==> src/verilog/lhf_consts.svh <==
// Purpose: Named offsets, reset values, field positions and counts
// Assumes: Included by lhf_pkg and the register bank
// Notes:   Definitions only
`ifndef LHF_CONSTS_SVH
`define LHF_CONSTS_SVH

// Register offsets
`define LHF_ADDR_MFT      8'h20
`define LHF_ADDR_FEN_A    8'h21
`define LHF_ADDR_FEN_B    8'h22
`define LHF_ADDR_LATCH    8'h23
`define LHF_ADDR_OVTHR    8'h24
`define LHF_ADDR_TRIM     8'h25
`define LHF_ADDR_SRST     8'h26

// Reset values
`define LHF_RST_MFT       8'h99
`define LHF_RST_FEN_A     8'h3c
`define LHF_RST_FEN_B     8'h0f
`define LHF_RST_LATCH     8'h00
`define LHF_RST_OVTHR     8'h22
`define LHF_RST_TRIM      8'h00

// Writable-bit masks, soft-reset key and zero value; reserved bits stay zero
`define LHF_MASK_FEN_B    8'h3f
`define LHF_MASK_OVTHR    8'h77
`define LHF_SRST_KEY      8'hc3
`define LHF_ZERO8         8'h00

// Field positions (channel 1 bit; channel 2 is one above, except force-off at bit 4)
`define LHF_BIT_RF        6
`define LHF_BIT_FBO       4
`define LHF_BIT_OV        2
`define LHF_BIT_UV        0
`define LHF_BIT_OC        4
`define LHF_BIT_ILIM      2
`define LHF_BIT_ISO       0
`define LHF_BIT_FL_ILIM   6
`define LHF_BIT_FL_OC     4
`define LHF_BIT_FL_OV     2
`define LHF_BIT_FL_UV     0
`define LHF_BIT_OFF1      0
`define LHF_BIT_OFF2      4

// Main fault timer maximum counts per code
`define LHF_MFT_C0        14'h0000
`define LHF_MFT_C1        14'h03e8
`define LHF_MFT_C2        14'h05dc
`define LHF_MFT_C3        14'h07d0
`define LHF_MFT_C4        14'h09c4
`define LHF_MFT_C5        14'h0bb8
`define LHF_MFT_C6        14'h0dac
`define LHF_MFT_C7        14'h0fa0
`define LHF_MFT_C8        14'h1388
`define LHF_MFT_C9        14'h1770
`define LHF_MFT_CA        14'h1b58
`define LHF_MFT_CB        14'h1f40
`define LHF_MFT_CC        14'h2710
`define LHF_MFT_CD        14'h2ee0
`define LHF_MFT_CE        14'h36b0
`define LHF_MFT_CF        14'h3fff
`define LHF_CNT_ONE       14'h0001

`endif

==> src/verilog/lhf_pkg.sv <==
// Purpose: Types shared by the limp-home fault configuration bank
// Assumes: Constants come from lhf_consts.svh
// Notes:   Whole module state is one packed struct
`include "lhf_consts.svh"
package lhf_pkg;
    // Per-channel fault event group
    typedef struct packed {
        logic [1:0] uv;
        logic [1:0] ov;
        logic [1:0] oc;
        logic [1:0] ilim;
        logic [1:0] fbo;
        logic [1:0] iso;
    } lhf_faults_t;

    // All registered state of the bank
    typedef struct packed {
        logic [7:0]  mft_code;
        logic [7:0]  fen_a;
        logic [7:0]  fen_b;
        logic [7:0]  latch_sel;
        logic [7:0]  ov_thr;
        logic [7:0]  trim;
        logic [7:0]  rdata;
        logic [1:0]  latch_off;
        logic [1:0]  expired;
        logic [13:0] cnt1;
        logic [13:0] cnt2;
        logic [1:0]  fault_oe;
        logic [1:0]  chan_off;
        logic        por;
        logic        srst;
    } lhf_state_t;
endpackage : lhf_pkg

==> src/verilog/lhf_regs.sv <==
// Purpose: Limp-home fault configuration registers and main fault timers
// Assumes: Host register port is synchronous to ref_clk_in
// Notes:   Channel clocks arrive as one-cycle ticks on ch_tick_in
//
// What this block does
// - Timer code picks max count, zero disables
// - Fourteen-bit main timer on channel clock
// - Two-phase uses timer one for both
// - Limp-home settings act only while pin high
// - Disabled faults never reach fault pin
// - Enable register A at 21h, reset 3ch
// - Gating off masks undervoltage, voltage-mode limit
// - Gating on keeps faults active in soft-start
// - Feedback-open enable arms detection, no status
// - Channel two OV/UV off in two-phase
// - Enable register B at 22h, reset 0fh
// - Latched fault holds channel off until re-enable
// - Latch select at 23h, reset zero
// - Threshold codes per channel at 24h
// - Two-phase applies only channel-one enable and latch fields
// - Sense trim codes at 25h, reset zero
// - Force-off bit disables its channel
// - Key C3h at 26h restores defaults
// - Soft-reset register reads as zero
// - Soft reset keeps power-on indicator
`timescale 1ns/1ps
`default_nettype none
`include "lhf_consts.svh"

module lhf_regs
    import lhf_pkg::*;
(
    // Clock and reset
    input  wire logic        ref_clk_in,
    input  wire logic        sys_rst_in,
    // Host register port
    input  wire logic [7:0]  reg_addr_in,
    input  wire logic [7:0]  reg_wdata_in,
    input  wire logic        reg_wr_in,
    input  wire logic        reg_rd_in,
    output logic      [7:0]  reg_rdata_out,
    // Device context
    input  wire logic        limp_home_pin_in,
    input  wire logic        two_phase_select_in,
    input  wire logic        voltage_mode_in,
    input  wire logic [1:0]  softstart_active_in,
    input  wire logic [1:0]  ch_tick_in,
    input  wire logic [1:0]  channel_enable_write_in,
    input  wire logic        power_on_clear_in,
    input  wire lhf_faults_t faults_in,
    // Fault and channel control outputs
    output logic      [1:0]  fault_pin_out,
    output logic      [1:0]  fault_pin_oe_out,
    output logic      [1:0]  channel_off_out,
    output logic      [1:0]  timer_expired_out,
    output logic      [5:0]  overvoltage_threshold_code_out,
    output logic      [5:0]  sense_offset_code_out,
    output logic             power_on_indicator_out,
    output logic             soft_reset_out
);

    lhf_state_t st_reg;                 // Registered state
    lhf_state_t st_next;                // Next state

    // Code to maximum count lookup
    function automatic logic [13:0] mft_max(input logic [3:0] code);
        case (code)
            4'h0:    mft_max = `LHF_MFT_C0;
            4'h1:    mft_max = `LHF_MFT_C1;
            4'h2:    mft_max = `LHF_MFT_C2;
            4'h3:    mft_max = `LHF_MFT_C3;
            4'h4:    mft_max = `LHF_MFT_C4;
            4'h5:    mft_max = `LHF_MFT_C5;
            4'h6:    mft_max = `LHF_MFT_C6;
            4'h7:    mft_max = `LHF_MFT_C7;
            4'h8:    mft_max = `LHF_MFT_C8;
            4'h9:    mft_max = `LHF_MFT_C9;
            4'ha:    mft_max = `LHF_MFT_CA;
            4'hb:    mft_max = `LHF_MFT_CB;
            4'hc:    mft_max = `LHF_MFT_CC;
            4'hd:    mft_max = `LHF_MFT_CD;
            4'he:    mft_max = `LHF_MFT_CE;
            default: mft_max = `LHF_MFT_CF;
        endcase
    endfunction

    // Pick a channel's field bit; two-phase always takes channel one
    function automatic logic pick(input logic [7:0] r, input int pos,
                                  input int ch, input logic tp);
        pick = tp ? r[pos] : r[pos + ch];
    endfunction

    logic       lh;                     // Limp-home settings in force
    logic       tp;                     // Two-phase selected
    logic [1:0] uv_e;                   // Effective fault terms
    logic [1:0] ov_e;
    logic [1:0] oc_e;
    logic [1:0] il_e;
    logic [1:0] fb_e;
    logic [1:0] is_e;
    logic [1:0] any_f;                  // Any enabled fault per channel
    logic [1:0] lat_f;                  // Fault that is configured latched
    logic [1:0] tmr_run;                // Timer count condition
    logic [1:0] force_off;              // Force-off bits
    logic [13:0] max1;                  // Channel-one terminal count
    logic [13:0] max2;                  // Channel-two terminal count
    logic       wr_srst;                // Valid soft-reset write
    logic [7:0] rd_val;                 // Read mux

    // Fault qualification, read mux and timer conditions
    always_comb begin
        lh = limp_home_pin_in;
        tp = two_phase_select_in;
        for (int c = 0; c < 2; c++) begin
            logic rf;
            logic ss;
            rf = pick(st_reg.fen_a, `LHF_BIT_RF, c, tp);
            ss = softstart_active_in[c];
            // Gating low hides undervoltage during soft start
            uv_e[c] = lh & faults_in.uv[c]
                    & pick(st_reg.fen_a, `LHF_BIT_UV, c, tp)
                    & (rf | ~ss);
            ov_e[c] = lh & faults_in.ov[c]
                    & pick(st_reg.fen_a, `LHF_BIT_OV, c, tp);
            fb_e[c] = lh & faults_in.fbo[c]
                    & pick(st_reg.fen_a, `LHF_BIT_FBO, c, tp);
            oc_e[c] = lh & faults_in.oc[c]
                    & pick(st_reg.fen_b, `LHF_BIT_OC, c, tp);
            // Gating low also hides the current-limit fault during soft start in voltage mode
            il_e[c] = lh & faults_in.ilim[c]
                    & pick(st_reg.fen_b, `LHF_BIT_ILIM, c, tp)
                    & ~(~rf & ss & voltage_mode_in);
            is_e[c] = lh & faults_in.iso[c]
                    & pick(st_reg.fen_b, `LHF_BIT_ISO, c, tp);
            lat_f[c] = (uv_e[c] & pick(st_reg.latch_sel,
                                       `LHF_BIT_FL_UV, c, tp))
                     | (ov_e[c] & pick(st_reg.latch_sel,
                                       `LHF_BIT_FL_OV, c, tp))
                     | (oc_e[c] & pick(st_reg.latch_sel,
                                       `LHF_BIT_FL_OC, c, tp))
                     | (il_e[c] & pick(st_reg.latch_sel,
                                       `LHF_BIT_FL_ILIM, c, tp));
        end
        // Channel two OV/UV have no meaning in two-phase
        if (tp) begin
            uv_e[1] = 1'b0;
            ov_e[1] = 1'b0;
        end
        any_f = uv_e | ov_e | oc_e | il_e | fb_e | is_e;
        if (tp) begin
            lat_f[1] = lat_f[0] | (oc_e[1] & st_reg.latch_sel[`LHF_BIT_FL_OC])
                     | (il_e[1] & st_reg.latch_sel[`LHF_BIT_FL_ILIM]);
        end
        force_off[0] = st_reg.trim[`LHF_BIT_OFF1];
        force_off[1] = st_reg.trim[`LHF_BIT_OFF2];
        // Two-phase feeds both channels into timer one
        max1 = lh ? mft_max(st_reg.mft_code[3:0]) : `LHF_MFT_C0;
        max2 = (lh & ~tp) ? mft_max(st_reg.mft_code[7:4]) : `LHF_MFT_C0;
        tmr_run[0] = tp ? (any_f[0] | any_f[1]) : any_f[0];
        tmr_run[1] = any_f[1] & ~tp;
        wr_srst = reg_wr_in & (reg_addr_in == `LHF_ADDR_SRST)
                & (reg_wdata_in == `LHF_SRST_KEY);
        case (reg_addr_in)
            `LHF_ADDR_MFT:    rd_val = st_reg.mft_code;
            `LHF_ADDR_FEN_A:  rd_val = st_reg.fen_a;
            `LHF_ADDR_FEN_B:  rd_val = st_reg.fen_b;
            `LHF_ADDR_LATCH:  rd_val = st_reg.latch_sel;
            `LHF_ADDR_OVTHR:  rd_val = st_reg.ov_thr;
            `LHF_ADDR_TRIM:   rd_val = st_reg.trim;
            `LHF_ADDR_SRST:   rd_val = `LHF_ZERO8;
            default:          rd_val = `LHF_ZERO8;
        endcase
    end

    // Next-state: register writes, timers, latches and outputs
    always_comb begin
        st_next = st_reg;
        st_next.srst = wr_srst;
        if (reg_rd_in) begin
            st_next.rdata = rd_val;
        end
        if (reg_wr_in) begin
            case (reg_addr_in)
                `LHF_ADDR_MFT:   st_next.mft_code = reg_wdata_in;
                `LHF_ADDR_FEN_A: st_next.fen_a = reg_wdata_in;
                `LHF_ADDR_FEN_B: st_next.fen_b =
                                     reg_wdata_in & `LHF_MASK_FEN_B;
                `LHF_ADDR_LATCH: st_next.latch_sel = reg_wdata_in;
                `LHF_ADDR_OVTHR: st_next.ov_thr =
                                     reg_wdata_in & `LHF_MASK_OVTHR;
                `LHF_ADDR_TRIM:  st_next.trim = reg_wdata_in;
                default:         st_next.srst = wr_srst;
            endcase
        end
        // Key write restores defaults; indicator is deliberately kept
        if (wr_srst) begin
            st_next.mft_code  = `LHF_RST_MFT;
            st_next.fen_a     = `LHF_RST_FEN_A;
            st_next.fen_b     = `LHF_RST_FEN_B;
            st_next.latch_sel = `LHF_RST_LATCH;
            st_next.ov_thr    = `LHF_RST_OVTHR;
            st_next.trim      = `LHF_RST_TRIM;
        end
        if (power_on_clear_in) begin
            st_next.por = 1'b0;
        end
        // Timer one; counts channel ticks while a fault persists
        if (!tmr_run[0] || max1 == `LHF_MFT_C0) begin
            st_next.cnt1    = `LHF_MFT_C0;
            st_next.expired[0] = 1'b0;
        end else if (st_reg.cnt1 >= max1) begin
            st_next.expired[0] = 1'b1;
        end else if (ch_tick_in[0]) begin
            st_next.cnt1 = st_reg.cnt1 + `LHF_CNT_ONE;
        end
        // Timer two idles in two-phase
        if (!tmr_run[1] || max2 == `LHF_MFT_C0) begin
            st_next.cnt2    = `LHF_MFT_C0;
            st_next.expired[1] = 1'b0;
        end else if (st_reg.cnt2 >= max2) begin
            st_next.expired[1] = 1'b1;
        end else if (ch_tick_in[1]) begin
            st_next.cnt2 = st_reg.cnt2 + `LHF_CNT_ONE;
        end
        if (tp) begin
            st_next.expired[1] = st_next.expired[0];
        end
        // Latch set wins over a same-cycle re-enable write
        for (int c = 0; c < 2; c++) begin
            if (channel_enable_write_in[c]) begin
                st_next.latch_off[c] = 1'b0;
            end
            if (lat_f[c]) begin
                st_next.latch_off[c] = 1'b1;
            end
        end
        st_next.fault_oe = any_f;
        st_next.chan_off = force_off | st_reg.latch_off
                         | st_reg.expired;
    end

    // State register
    always_ff @(posedge ref_clk_in) begin
        if (sys_rst_in) begin
            st_reg <= '{mft_code: `LHF_RST_MFT, fen_a: `LHF_RST_FEN_A,
                        fen_b: `LHF_RST_FEN_B, latch_sel: `LHF_RST_LATCH,
                        ov_thr: `LHF_RST_OVTHR, trim: `LHF_RST_TRIM,
                        por: 1'b1, default: '0};
        end else begin
            st_reg <= st_next;
        end
    end

    // Outputs straight from state flops; open-drain pulls low only
    assign reg_rdata_out          = st_reg.rdata;
    assign fault_pin_out          = 2'h0;
    assign fault_pin_oe_out       = st_reg.fault_oe;
    assign channel_off_out        = st_reg.chan_off;
    assign timer_expired_out      = st_reg.expired;
    assign overvoltage_threshold_code_out = {st_reg.ov_thr[6:4],
                                             st_reg.ov_thr[2:0]};
    assign sense_offset_code_out  = {st_reg.trim[7:5], st_reg.trim[3:1]};
    assign power_on_indicator_out = st_reg.por;
    assign soft_reset_out         = st_reg.srst;
endmodule : lhf_regs
`default_nettype wire
==> config.mk <==
export PLATFORM = sky130hd
export DESIGN_NAME = lhf_regs
export DESIGN_NICKNAME = d
export VERILOG_FILES = /design/src/verilog/lhf_pkg.sv /design/src/verilog/lhf_regs.sv
export VERILOG_INCLUDE_DIRS = /design/src /design/src/verilog
export SDC_FILE = /design/constraint.sdc
export NUM_CORES = 1
export LEC_CHECK = 0
export ABC_CLOCK_PERIOD_IN_PS = 4500
export BUFFER_PORTS_ARGS = -buffer_cell sky130_fd_sc_hd__buf_4
export CAP_MARGIN = 0
export CORE_AREA = 2 2 153 155
export CTS_CLUSTER_SIZE = 40
export DETAILED_ROUTE_END_ITERATION = 8
export DIE_AREA = 0 0 155 157
export GPL_TIMING_DRIVEN = 0
export REMOVE_ABC_BUFFERS = 1
export SYNTH_ARGS = -nofsm -noshare
export SYNTH_HDL_FRONTEND = slang
export SYNTH_SLANG_ARGS = --single-unit
==> constraint.sdc <==
create_clock -name ref_clk_in -period 4.5 [get_ports ref_clk_in]
set_input_delay 0.675 -clock ref_clk_in [delete_from_list [all_inputs] [get_ports ref_clk_in]]
set_output_delay 0.675 -clock ref_clk_in [all_outputs]
set_load 0.01 [all_outputs]
# Word-level counts from Yosys, hierarchy flattened
# Memories as Yosys holds them, arrays and structs flattened. A register that Yosys moved wholly into a read port is not among the register bits.
# Index checks and enable logic that the tools add are counted.
# totals
rom_bits	448
wordCells	157
memories	2
register_bits	90
# memory_table
name	depth	word_bits	read_ports	rd_clocked_by_memory_dff	write_ports	line_no	source
(no name shown)	16	14	1	1	0	lhf_regs.sv:67	case (code)
(no name shown)	16	14	1	1	0	lhf_regs.sv:67	
# op_classes
reduce_logical	20
n_bitwise	73
n_mux	33
n_lt_le_gt_ge	2
n_addsub	2
eq_ne	8
# op_table
cell	count
$eq 8x6->1 const B	7
$mux 14	4
$pmux 8 s6	1
$and 1x1->1	46
$add 14x1->14 const B	2
$ge 14x14->1	2
$logic_not 14->1	2
$mux 1	23
$mux 4	4
$reduce_and 2->1	8
$mux 15	1
$or 2x2->2	7
$or 1x1->1	11
$not 1->1	9
$eq 8x8->1 const B	1
$reduce_or 2->1	3
$reduce_bool 2->1	2
$reduce_bool 3->1	1
$logic_not 1->1	2
$logic_or 1x1->1	2

# Depth between registers and ports, before layout
# Gate-level depths: netlist of the first run.
# depth
ltp_word	15
ltp_mapped	13
depth_no_buf	10

# Worst setup path after synthesis of the first run
# OpenSTA, ideal clock, no wires.
# synth_timing
path_kind	in2reg
startpoint	input two_phase_select_in
endpoint	register st_reg[17] (netlist bit)
arrival_ns	3.520
path_buffers	3
cell_stages	12
required_ns	4.430
slack_ns	0.910
cell_sequence	buf_2 nor2b_1 clkbuf_1 nand2_1 ha_1 a21o_1 a21o_1 a2111oi_2 o211ai_1 clkbuf_1 or4_1 a21oi_1
# synth_between
elab_chain_len	13
word_cells_on_any_way	38
classes_between	order compare: 1; mux: 10; bitwise: 22; reduce/logical: 5
# synth_lines
item	line_no	source
start, declared	lhf_regs.sv:44	input wire logic two_phase_select_in,
$mux 1	lhf_regs.sv:90	pick = tp ? r[pos] : r[pos + ch];
$and 1x1->1, or another cell as far along	lhf_regs.sv:120	uv_e[c] = lh & faults_in.uv[c]
$and 1x1->1, on equally long branches	lhf_regs.sv:120, lhf_regs.sv:132	
$mux 1 or $and 1x1->1 (tied branches)	lhf_regs.sv:145, lhf_regs.sv:132	
$or 2x2->2 or $not 1->1 (tied branches)	lhf_regs.sv:149, lhf_regs.sv:132	
$or 2x2->2 or $and 1x1->1 (tied branches)	lhf_regs.sv:149, lhf_regs.sv:130	
$or 2x2->2 (3 in series)	lhf_regs.sv:149	any_f = uv_e | ov_e | oc_e | il_e | fb_e | is_e;
$and 1x1->1	lhf_regs.sv:160	tmr_run[1] = any_f[1] & ~tp;
$logic_not 1->1	lhf_regs.sv:217	if (!tmr_run[1] || max2 == `LHF_MFT_C0) begin
$logic_or 1x1->1 (no source line)	-	
$reduce_or 2->1 (no source line)	-	
end signal, assigned	lhf_regs.sv:245	st_reg <= '{mft_code: `LHF_RST_MFT, fen_a: `LHF_RST_FEN_A,
end signal, assigned	lhf_regs.sv:250	st_reg <= st_next;
end, declared	lhf_regs.sv:62	lhf_state_t st_reg;
# Parallel ways exist; a longest one is shown, timed or not.
# A chain may end at the register's enable or synchronous reset.

# Worst setup path after layout of the first run
# layout_timing
startpoint	input limp_home_pin_in
endpoint	register st_reg[17] (netlist bit)
# layout_between
elab_chain_len	13
word_cells_on_any_way	31
classes_between	order compare: 1; mux: 3; bitwise: 22; reduce/logical: 5
# layout_lines
item	line_no	source
start, declared	lhf_regs.sv:43	input wire logic limp_home_pin_in,
$and 1x1->1 (3 in series)	lhf_regs.sv:120	
$mux 1	lhf_regs.sv:145	if (tp) begin
$or 2x2->2 (5 in series)	lhf_regs.sv:149	
$and 1x1->1	lhf_regs.sv:160	
$logic_not 1->1	lhf_regs.sv:217	
$logic_or 1x1->1 (no source line)	-	
$reduce_or 2->1 (no source line)	-	
# Parallel ways exist; a longest one is shown, timed or not.

==> impl_metrics.env, run 1 <==
export IMPL_outcome="finished, final reports clean"
export IMPL_synth_area_leaders="dfxtp_1 37%, ha_1 8.4%, mux2i_1 6.9%"
export IMPL_ys_top_cells_by_count="116 x dfxtp_1, 94 x nand2_1, 70 x a21oi_1"
export IMPL_cts_buffers_inserted=17
export IMPL_cts_resized=0
export IMPL_power_leakage_nw=2.96
export IMPL_synth_largest_area_cell="dfxtp_1"
export IMPL_hold_viol=0
export IMPL_maxCapViolCount=0
export IMPL_cts_setup_buffers=0
export IMPL_grt_total_usage_pct=14.3
export IMPL_arrival_ps=4310
export IMPL_syn_area_um2=6260
export IMPL_ioPinCount=72
export IMPL_ys_warn_count=0
export IMPL_grt_use_met3_pct=2.56
export IMPL_crit_required_ps=4840
export IMPL_drive_above_1_share_pct=14.7
export IMPL_crit_type="in -> reg"
export IMPL_yosysUniqueCellTypes=59
export IMPL_finClkSkew_ps=4.20
export IMPL_insertedDiodeCount=0
export IMPL_grt_busiest_layer="met1"
export IMPL_layout_nets=859
export IMPL_core_area_um2=22500
export IMPL_worst_pin_slew_ps=993
export IMPL_cts_buffer_depth=2
export IMPL_maxSlewHeadroom_pct=33.5
export IMPL_rows=55
export IMPL_netlist_area_leader_share_pct=37.1
export IMPL_yosysSeqAreaShare_pct=37.1
export IMPL_drv_slew=0
export IMPL_die_h_um=157
export IMPL_setup_viol=0
export IMPL_syn_mean_instance_area_um2=8.38
export IMPL_wl_per_cell_um=16.0
export IMPL_async_reset_ff_share_pct=0
export IMPL_vias=5483
export IMPL_multi_input_area_um2=3520
export IMPL_syn_inst=747
export IMPL_use_met1_pct=21.4
export IMPL_max_freq_mhz=251
export IMPL_hold_path_class="in -> reg"
export IMPL_drc=0
export IMPL_clock_latency_ps=410
export IMPL_ir_drop_v=0.000263
export IMPL_grt_overflow_total=0
export IMPL_cts_tree="done"
export IMPL_period_needed_ps=3980
export IMPL_fillers=2302
export IMPL_drtIter0Drc=424
export IMPL_crit_fanout=25
export IMPL_design_area_um2=7500
export IMPL_via_per_inst=5.11
export IMPL_hold_ws_ps=445
export IMPL_gp_congestion=0.843
export IMPL_htreeDepth=4
export IMPL_die_area_um2=24300
export IMPL_synthToLayoutAreaGrowth_pct=19.7
export IMPL_grt_pass1_wl_um=27300
export IMPL_ant_nets=0
export IMPL_port_buffers=69
export IMPL_path_clk_slew_ps=60
export IMPL_post_dp_cell_area_um2=6820
export IMPL_grt_max_degree=26
export IMPL_stdcell_count=1073
export IMPL_ctsHoldBuffers=0
export IMPL_dp_hpwl_um=12900
export IMPL_drt_pre_antenna_iters=5
export IMPL_clock_sinks=116
export IMPL_synth_ff_type="dfxtp_1"
export IMPL_start_kind="input pin"
export IMPL_ctsRootBufferMaster="clkbuf_16"
export IMPL_synth_edff_count=0
export IMPL_place_detailed_instances=1041
export IMPL_rsz0062_at_grt="false"
export IMPL_use_met2_pct=20.3
export IMPL_initial_core_util_pct=27.8
export IMPL_critPathCaptureType="register"
export IMPL_antenna_found_initial=0
export IMPL_grt_pass1_vias=4958
export IMPL_dieWidth_um=155
export IMPL_regArea_um2=2320
export IMPL_synth_most_common_cell="dfxtp_1"
export IMPL_drt_wl_total_um=17200
export IMPL_ys_seq_elements=116
export IMPL_power_per_cell_area_nw_per_um2=365
export IMPL_period_share_pct=88.4
==> kinds of logic after synthesis <==
kind of cell | count (synthesis) | share of synthesized area, %
compound gates | 170 | 17.4
xor+xnor | 6 | 0.839
fa+ha+maj | 42 | 8.39
buf+inv | 85 | 7.00
flops | 116 | 37.1
mux | 44 | 7.12
other cells | 1 | 0.0599
simple gates | 283 | 22.1
==> per-stage QoR <==
step	utilization, %	setup TNS [ps]	worst slack, ps	total power [W]
floorplan	-	0	831	0.00112
global placement	30.1	-4170	-323	0.00121
detailed placement	30.3	0	145	0.00121
CTS	33.3	0	525	0.00275
global route	33.3	0	165	0.00282
finish	33.3	0	521	0.00274
==> where the power goes <==
group / switching [W] / internal, W
clock: 0.000492 / 0.00105
combinational: 0.0000927 / 0.0000611
sequential: 0.00000424 / 0.00103
total: 0.000589 / 0.00215
==> per-layer routing <==
| layer | part of all wire, % | vias up | wire (um) |
|---|---|---|---|
| li1 | - | 2735 | - |
| met5 | 0 | - | 0 |
| met1 | 52 | 2566 | 8920 |
| met3 | 5.1 | 14 | 871 |
| met4 | 1.6 | 0 | 279 |
| met2 | 41 | 168 | 7110 |
==> cells in the final DEF, fill, tap and decap left out, types with 8 or more instances in the layout <==
| cell type | synthesis | routed |
|---|---|---|
| nand2_1 | 94 | 94 |
| a211oi_1 | 12 | 12 |
| inv_1 | 21 | 21 |
| or3_1 | 8 | 8 |
| o31ai_1 | 15 | 15 |
| buf_4 | 28 | 69 |
| a221oi_1 | 9 | 9 |
| ha_1 | 42 | 42 |
| nand3_1 | 42 | 42 |
| clkbuf_16 | 0 | 17 |
| nand2b_1 | 12 | 12 |
| nand4_1 | 14 | 14 |
| a21oi_1 | 70 | 70 |
| nor3_1 | 13 | 12 |
| o21ai_0 | 22 | 22 |
| dfxtp_1 | 116 | 116 |
| nor2_1 | 53 | 53 |
| mux2i_1 | 43 | 43 |
| or4_1 | 13 | 13 |
==> worst max-delay path: stages <==
cell	delay (ps)
buf_4	240
nor2b_1	720
nand2_1	130
ha_1	320
a21o_1	160
a21o_1	190
a2111oi_2	430
o211ai_1	470
buf_6	310
or4_1	500
a21oi_1	150
==> path summary, 6_finish.rpt <==
path                                            start                             endpoint  slack, ps  cells after the start
setup / recovery                     limp_home_pin_in              st_reg[17]$_SDFFE_PP0P_        520                     11
hold / removal                      power_on_clear_in  power_on_indicator_out$_SDFFE_PP1P_        440                      2
setup reg to reg                             register              st_reg[17]$_SDFFE_PP0P_       1520                      9
hold reg to reg   power_on_indicator_out$_SDFFE_PP1P_  power_on_indicator_out$_SDFFE_PP1P_        460                      2
==> layout make-up <==
cell class                      instances  share of cell area (%)
Inverter                               22                    1.10
Clock inverter                         13                    3.07
Multi-Input combinational cell        547                    46.9
Sequential cell                       116                    31.0
Timing Repair Buffer                   71                    7.26
Clock buffer                           19                    5.91
Tap cell                              285                    4.76
Note: power is estimated with default switching activity, not from simulation.
==> run 2, diff against run 1 <==
--- a/config.mk
+++ b/config.mk
@@ -9,10 +9,10 @@
 export ABC_CLOCK_PERIOD_IN_PS = 4500
 export BUFFER_PORTS_ARGS = -buffer_cell sky130_fd_sc_hd__buf_4
 export CAP_MARGIN = 0
-export CORE_AREA = 2 2 153 155
+export CORE_AREA = 2 2 176 135
 export CTS_CLUSTER_SIZE = 40
 export DETAILED_ROUTE_END_ITERATION = 8
-export DIE_AREA = 0 0 155 157
+export DIE_AREA = 0 0 178 137
 export GPL_TIMING_DRIVEN = 0
 export REMOVE_ABC_BUFFERS = 1
 export SYNTH_ARGS = -nofsm -noshare
==> run 2 against run 1 <==
Net effect: cell area fell by 0.53%; worst setup slack lost 62 ps; wire length increased by 4.3%; flip-flop and latch count stayed put; sequential power is essentially flat; maximum frequency shrank 1.5%; combinational power barely moved; clock skew increased by 3.4 ps; critical endpoint is now st_reg[14]$_SDFFE_PP0P_.
==> impl_metrics.env, run 2 (same netlist as run 1, synthesis figures left out) <==
export IMPL_cts_buffer_depth=2
export IMPL_clock_sinks=116
export IMPL_cts_tree="done"
export IMPL_drc=0
export IMPL_fillers=2335
export IMPL_critPathSlowestCell="nor2b_1"
export IMPL_ir_drop_v=0.000186
export IMPL_grt_total_usage_pct=15.1
export IMPL_vias=5460
export IMPL_drive_above_1_share_pct=15.0
export IMPL_grt_pass1_wl_um=28300
export IMPL_ctsRootBufferMaster="clkbuf_16"
export IMPL_stdcell_count=1089
export IMPL_maxSlewHeadroom_pct=32.5
export IMPL_period_needed_ps=4040
export IMPL_crit_required_ps=4850
export IMPL_max_freq_mhz=247
export IMPL_regArea_um2=2320
export IMPL_cts_resized=0
export IMPL_grt_overflow_total=0
export IMPL_critPathCaptureType="register"
export IMPL_power_leakage_nw=2.92
export IMPL_drv_slew=0
export IMPL_crit_type="in -> reg"
export IMPL_outcome="finished, final reports clean"
export IMPL_start_kind="input pin"
export IMPL_layout_nets=860
export IMPL_hold_start="power_on_clear_in"
export IMPL_grt_max_degree=26
export IMPL_crit_chain="buf_4 > nor2b_1 > nand2_1 > ha_1 > a21o_1 > a21o_1 > a2111oi_2 > o211ai_1 > buf_4 > or4_1 > a21oi_1"
export IMPL_place_ws_ps=55.6
export IMPL_multi_input_area_um2=3520
export IMPL_rows=48
export IMPL_crit_family="simple AND/OR/NAND/NOR gates"
export IMPL_initial_core_util_pct=27.6
export IMPL_ctsHoldBuffers=0
export IMPL_path_clk_slew_ps=60
export IMPL_core_area_um2=22600
export IMPL_setup_viol=0
export IMPL_totalPowerFinal_w=0.00254
export IMPL_drtIter0Drc=521
export IMPL_crit_fanout=25
export IMPL_layout_common_cells="116 x dfxtp_1, 94 x nand2_1, 70 x a21oi_1, 70 x buf_4, 53 x nor2_1"
export IMPL_worst_slack_ps=459
export IMPL_cts_setup_buffers=0
export IMPL_crit_path_start="limp_home_pin_in"
export IMPL_period_share_pct=89.8
export IMPL_arrival_ps=4390
export IMPL_cts_buffers_inserted=17
export IMPL_via_per_inst=5.01
export IMPL_finClkSkew_ps=7.60
export IMPL_insertedDiodeCount=0
export IMPL_die_area_um2=24400
export IMPL_hold_path_class="in -> reg"
export IMPL_setup_tns_ps=0
export IMPL_drt_pre_antenna_iters=5
export IMPL_gp_congestion=0.838
export IMPL_antenna_found_initial=0
export IMPL_dieWidth_um=178
export IMPL_dp_hpwl_um=13500
export IMPL_drt_wl_total_um=17900
export IMPL_grt_pass1_vias=5094
export IMPL_maxCapViolCount=0
export IMPL_max_stage_delay_ps=760
export IMPL_hold_viol=0
export IMPL_ioPinCount=72
export IMPL_ant_nets=0
export IMPL_synthToLayoutAreaGrowth_pct=19.1
export IMPL_clock_latency_ps=420
export IMPL_die_h_um=137
export IMPL_place_detailed_instances=1057
export IMPL_power_per_cell_area_nw_per_um2=341
export IMPL_cp_num_buf_inv=2
export IMPL_mostFrequentLayoutCell="dfxtp_1"
export IMPL_port_buffers=69
export IMPL_htreeDepth=4
export IMPL_wl_per_cell_um=16.4
export IMPL_worst_pin_slew_ps=1010
export IMPL_rsz0062_at_grt="false"
run 2: cell count changes in the layout (fill, tap and decap cells not counted), sizes merged:
cell / before / now
clkbuf: 19 / 18
inv: 22 / 24
buf: 71 / 72
bufinv: 6 / 2
clkinvlp: 3 / 5
clkinv: 4 / 5
run 2: through the flow:
stage,util (%),cell area [um2],hold WS (ps)
6_report,32.9,7460,435
3_5_place_dp,30.3,6860,454
2_1_floorplan,-,5910,446
4_1_cts,32.9,7460,420
3_3_place_gp,30.0,6800,451
5_1_grt,32.9,7460,450
run 2: path summary, 6_finish.rpt:
path / endpoint / slack, ps / depth (start not counted)
setup / recovery: st_reg[14]$_SDFFE_PP0P_ / 460 / 11
hold / removal: power_on_indicator_out$_SDFFE_PP1P_ / 440 / 2
setup reg to reg: st_reg[14]$_SDFFE_PP0P_ / 1490 / 9
hold reg to reg: power_on_indicator_out$_SDFFE_PP1P_ / 460 / 2
run 2: layout make-up:
class                   instances  share of cell area (%)
clock inverters                14                    2.08
multi-input cells             547                    47.2
inverters                      22                    1.11
clock buffers                  18                    5.89
repair buffers                 72                    7.57
well taps                     300                    5.03
flip-flops and latches        116                    31.1
run 2: layer usage:
metal  part of all wire [%]  GRT usage [%]  vias to the layer above
li1                       -              -                     2741
met1                     52           23.0                     2508
met2                     39           19.9                      187
met3                    7.1           4.03                       24
met4                    1.8           5.51                        0
met5                      0              0                        -
run 2: power by group:
group | switching [W] | internal, W | leakage (nW) | total [W]
combinational | 0.0000938 | 0.0000619 | 1.71 | 0.000156
clock | 0.000514 | 0.000833 | 0.275 | 0.00135
sequential | 0.00000396 | 0.00103 | 0.937 | 0.00104
run 2: worst reg2reg max path: cells and delay by family (launching register included):
family                   cells  cell delay, ps
buffers and inverters        1             350
adder cells (fa/ha/maj)      1             320
flip-flops                   1             330
AND/OR/NAND/NOR              2             570
AO/OA/AOI/OAI                5            1380
==> run 3, diff against run 2 <==
--- a/config.mk
+++ b/config.mk
@@ -13,7 +13,6 @@
 export CTS_CLUSTER_SIZE = 40
 export DETAILED_ROUTE_END_ITERATION = 8
 export DIE_AREA = 0 0 178 137
-export GPL_TIMING_DRIVEN = 0
 export REMOVE_ABC_BUFFERS = 1
 export SYNTH_ARGS = -nofsm -noshare
 export SYNTH_HDL_FRONTEND = slang
==> run 3 against run 2 <==
Net effect: cell area up 0.10%; core utilization about the same; maximum frequency up 24%; wire length up 3.0%; global-route usage up 0.47 points; first-iteration DRC count down 3.6%; flip-flop and latch count unchanged; sequential power about the same; critical path depth down 2; worst setup slack better by 770 ps; hold slack worse by 2.2 ps; register-to-register slack better by 250 ps; largest cell class unchanged.
==> impl_metrics.env, run 3 (same netlist as run 1, synthesis figures left out) <==
export IMPL_gp_congestion=0.868
export IMPL_layout_nets=865
export IMPL_htreeDepth=4
export IMPL_cts_buffer_depth=2
export IMPL_insertedDiodeCount=0
export IMPL_power_switching_w=0.000581
export IMPL_die_h_um=137
export IMPL_internal_power_w=0.00199
export IMPL_rows=48
export IMPL_cts_tree="done"
export IMPL_crit_path_start="reg_addr_in[4]"
export IMPL_hold_path_class="in -> reg"
export IMPL_hold_ws_ps=433
export IMPL_initial_core_util_pct=27.6
export IMPL_via_per_inst=5.04
export IMPL_vias=5505
export IMPL_crit_type="in -> reg"
export IMPL_worst_slack_ps=1230
export IMPL_crit_fanout=23
export IMPL_ioPinCount=72
export IMPL_mostFrequentLayoutCell="dfxtp_1"
export IMPL_grt_max_degree=25
export IMPL_arrival_ps=3580
export IMPL_port_buffers=69
export IMPL_drive_above_1_share_pct=14.9
export IMPL_setup_viol=0
export IMPL_hold_viol=0
export IMPL_max_freq_mhz=306
export IMPL_drt_wl_total_um=18400
export IMPL_ctsHoldBuffers=0
export IMPL_maxCapViolCount=0
export IMPL_cts_setup_buffers=0
export IMPL_totalPowerFinal_w=0.00257
export IMPL_maxSlewHeadroom_pct=40.6
export IMPL_worst_pin_slew_ps=887
export IMPL_dp_hpwl_um=13900
export IMPL_cts_buffers_inserted=17
export IMPL_grt_total_usage_pct=15.6
export IMPL_die_area_um2=24400
export IMPL_antenna_found_initial=0
export IMPL_setup_tns_ps=0
export IMPL_hold_start="power_on_clear_in"
export IMPL_wl_per_cell_um=16.9
export IMPL_layout_common_cells="116 x dfxtp_1, 94 x nand2_1, 77 x buf_4"
export IMPL_ir_drop_v=0.000235
export IMPL_cts_resized=0
export IMPL_p_clk_share_pct=53.6
export IMPL_period_needed_ps=3270
export IMPL_finClkSkew_ps=6.82
export IMPL_drc=0
export IMPL_seqPwrFrac_pct=40.4
export IMPL_path_clk_slew_ps=60
export IMPL_start_kind="input pin"
export IMPL_core_area_um2=22600
export IMPL_drv_slew=0
export IMPL_synthToLayoutAreaGrowth_pct=19.2
export IMPL_r2r_slack_ps=1740
export IMPL_switching_share_pct=22.6
export IMPL_drtIter0Drc=502
export IMPL_rsz0062_at_grt="false"
export IMPL_grt_overflow_total=0
export IMPL_critPathCaptureType="register"
export IMPL_outcome="finished, final reports clean"
export IMPL_drt_pre_antenna_iters=5
export IMPL_combPwrFrac_pct=6.1
export IMPL_crit_required_ps=4810
export IMPL_power_per_cell_area_nw_per_um2=345
export IMPL_clock_sinks=116
export IMPL_dieWidth_um=178
export IMPL_ant_nets=0
export IMPL_fillers=2320
export IMPL_grt_pass1_vias=5098
export IMPL_place_ws_ps=854
export IMPL_utilization_pct=33.0
export IMPL_ctsRootBufferMaster="clkbuf_16"
export IMPL_rr_endpoint="st_reg[15]$_SDFFE_PP0P_"
export IMPL_power_leakage_nw=2.95
export IMPL_period_share_pct=72.6
export IMPL_rr_worst_depth=9
export IMPL_grt_pass1_wl_um=28800
export IMPL_clock_latency_ps=420
run 3: area by class of cell:
class	instances	area, um2	share of cell area (%)
clock buffer	22	464	6.22
sequential	116	2320	31.1
clock inverter	9	129	1.73
multi-input combinational	547	3510	47.1
timing repair buffer	77	578	7.75
tap	300	375	5.03
inverter	22	82.6	1.11
run 3: how the worst min path moves through the flow:
stage | cells after the start | to | slack, ps
4_1_cts | 2 | power_on_indicator_out$_SDFFE_PP1P_ | 410
2_1_floorplan | 2 | channel_off_out[0]$_SDFF_PP0_ | 450
6_report | 2 | power_on_indicator_out$_SDFFE_PP1P_ | 430
5_1_grt | 2 | power_on_indicator_out$_SDFFE_PP1P_ | 450
3_5_place_dp | 2 | power_on_indicator_out$_SDFFE_PP1P_ | 450
3_3_place_gp | 2 | power_on_indicator_out$_SDFFE_PP1P_ | 450
run 3: power by group through the flow:
stage / Combinational [W] / Sequential [W] / Clock, W
after floorplan: 0.0000618 / 0.00106 / 0
after global placement: 0.000154 / 0.00106 / 0
after detailed placement: 0.000155 / 0.00106 / 0
after CTS: 0.000155 / 0.00104 / 0.00140
after global routing: 0.000171 / 0.00104 / 0.00144
final: 0.000156 / 0.00104 / 0.00138
run 3: stage by stage:
| step | area (um2) | std cells |
|---|---|---|
| 2_1_floorplan | 5910 | 685 |
| 3_3_place_gp | 6870 | 1062 |
| 3_5_place_dp | 6870 | 1062 |
| 4_1_cts | 7460 | 1093 |
| 5_1_grt | 7460 | 1093 |
| 6_report | 7460 | 1093 |
run 3: worst max-delay path, cell delays in order:
cell and delay (ps):
buf_4 110, nor4b_1 550, nand2_1 290, o31a_1 640, nand2b_1 440, inv_1 160
ha_1 260, mux2_4 270, a22o_1 170
run 3: routing by layer:
metal	vias to the layer above	global-route usage [%]	wire (um)
met5	-	0	0
met4	0	6.42	425
met3	27	3.14	1190
met2	174	20.7	7170
met1	2550	23.9	9660
li1	2754	-	-
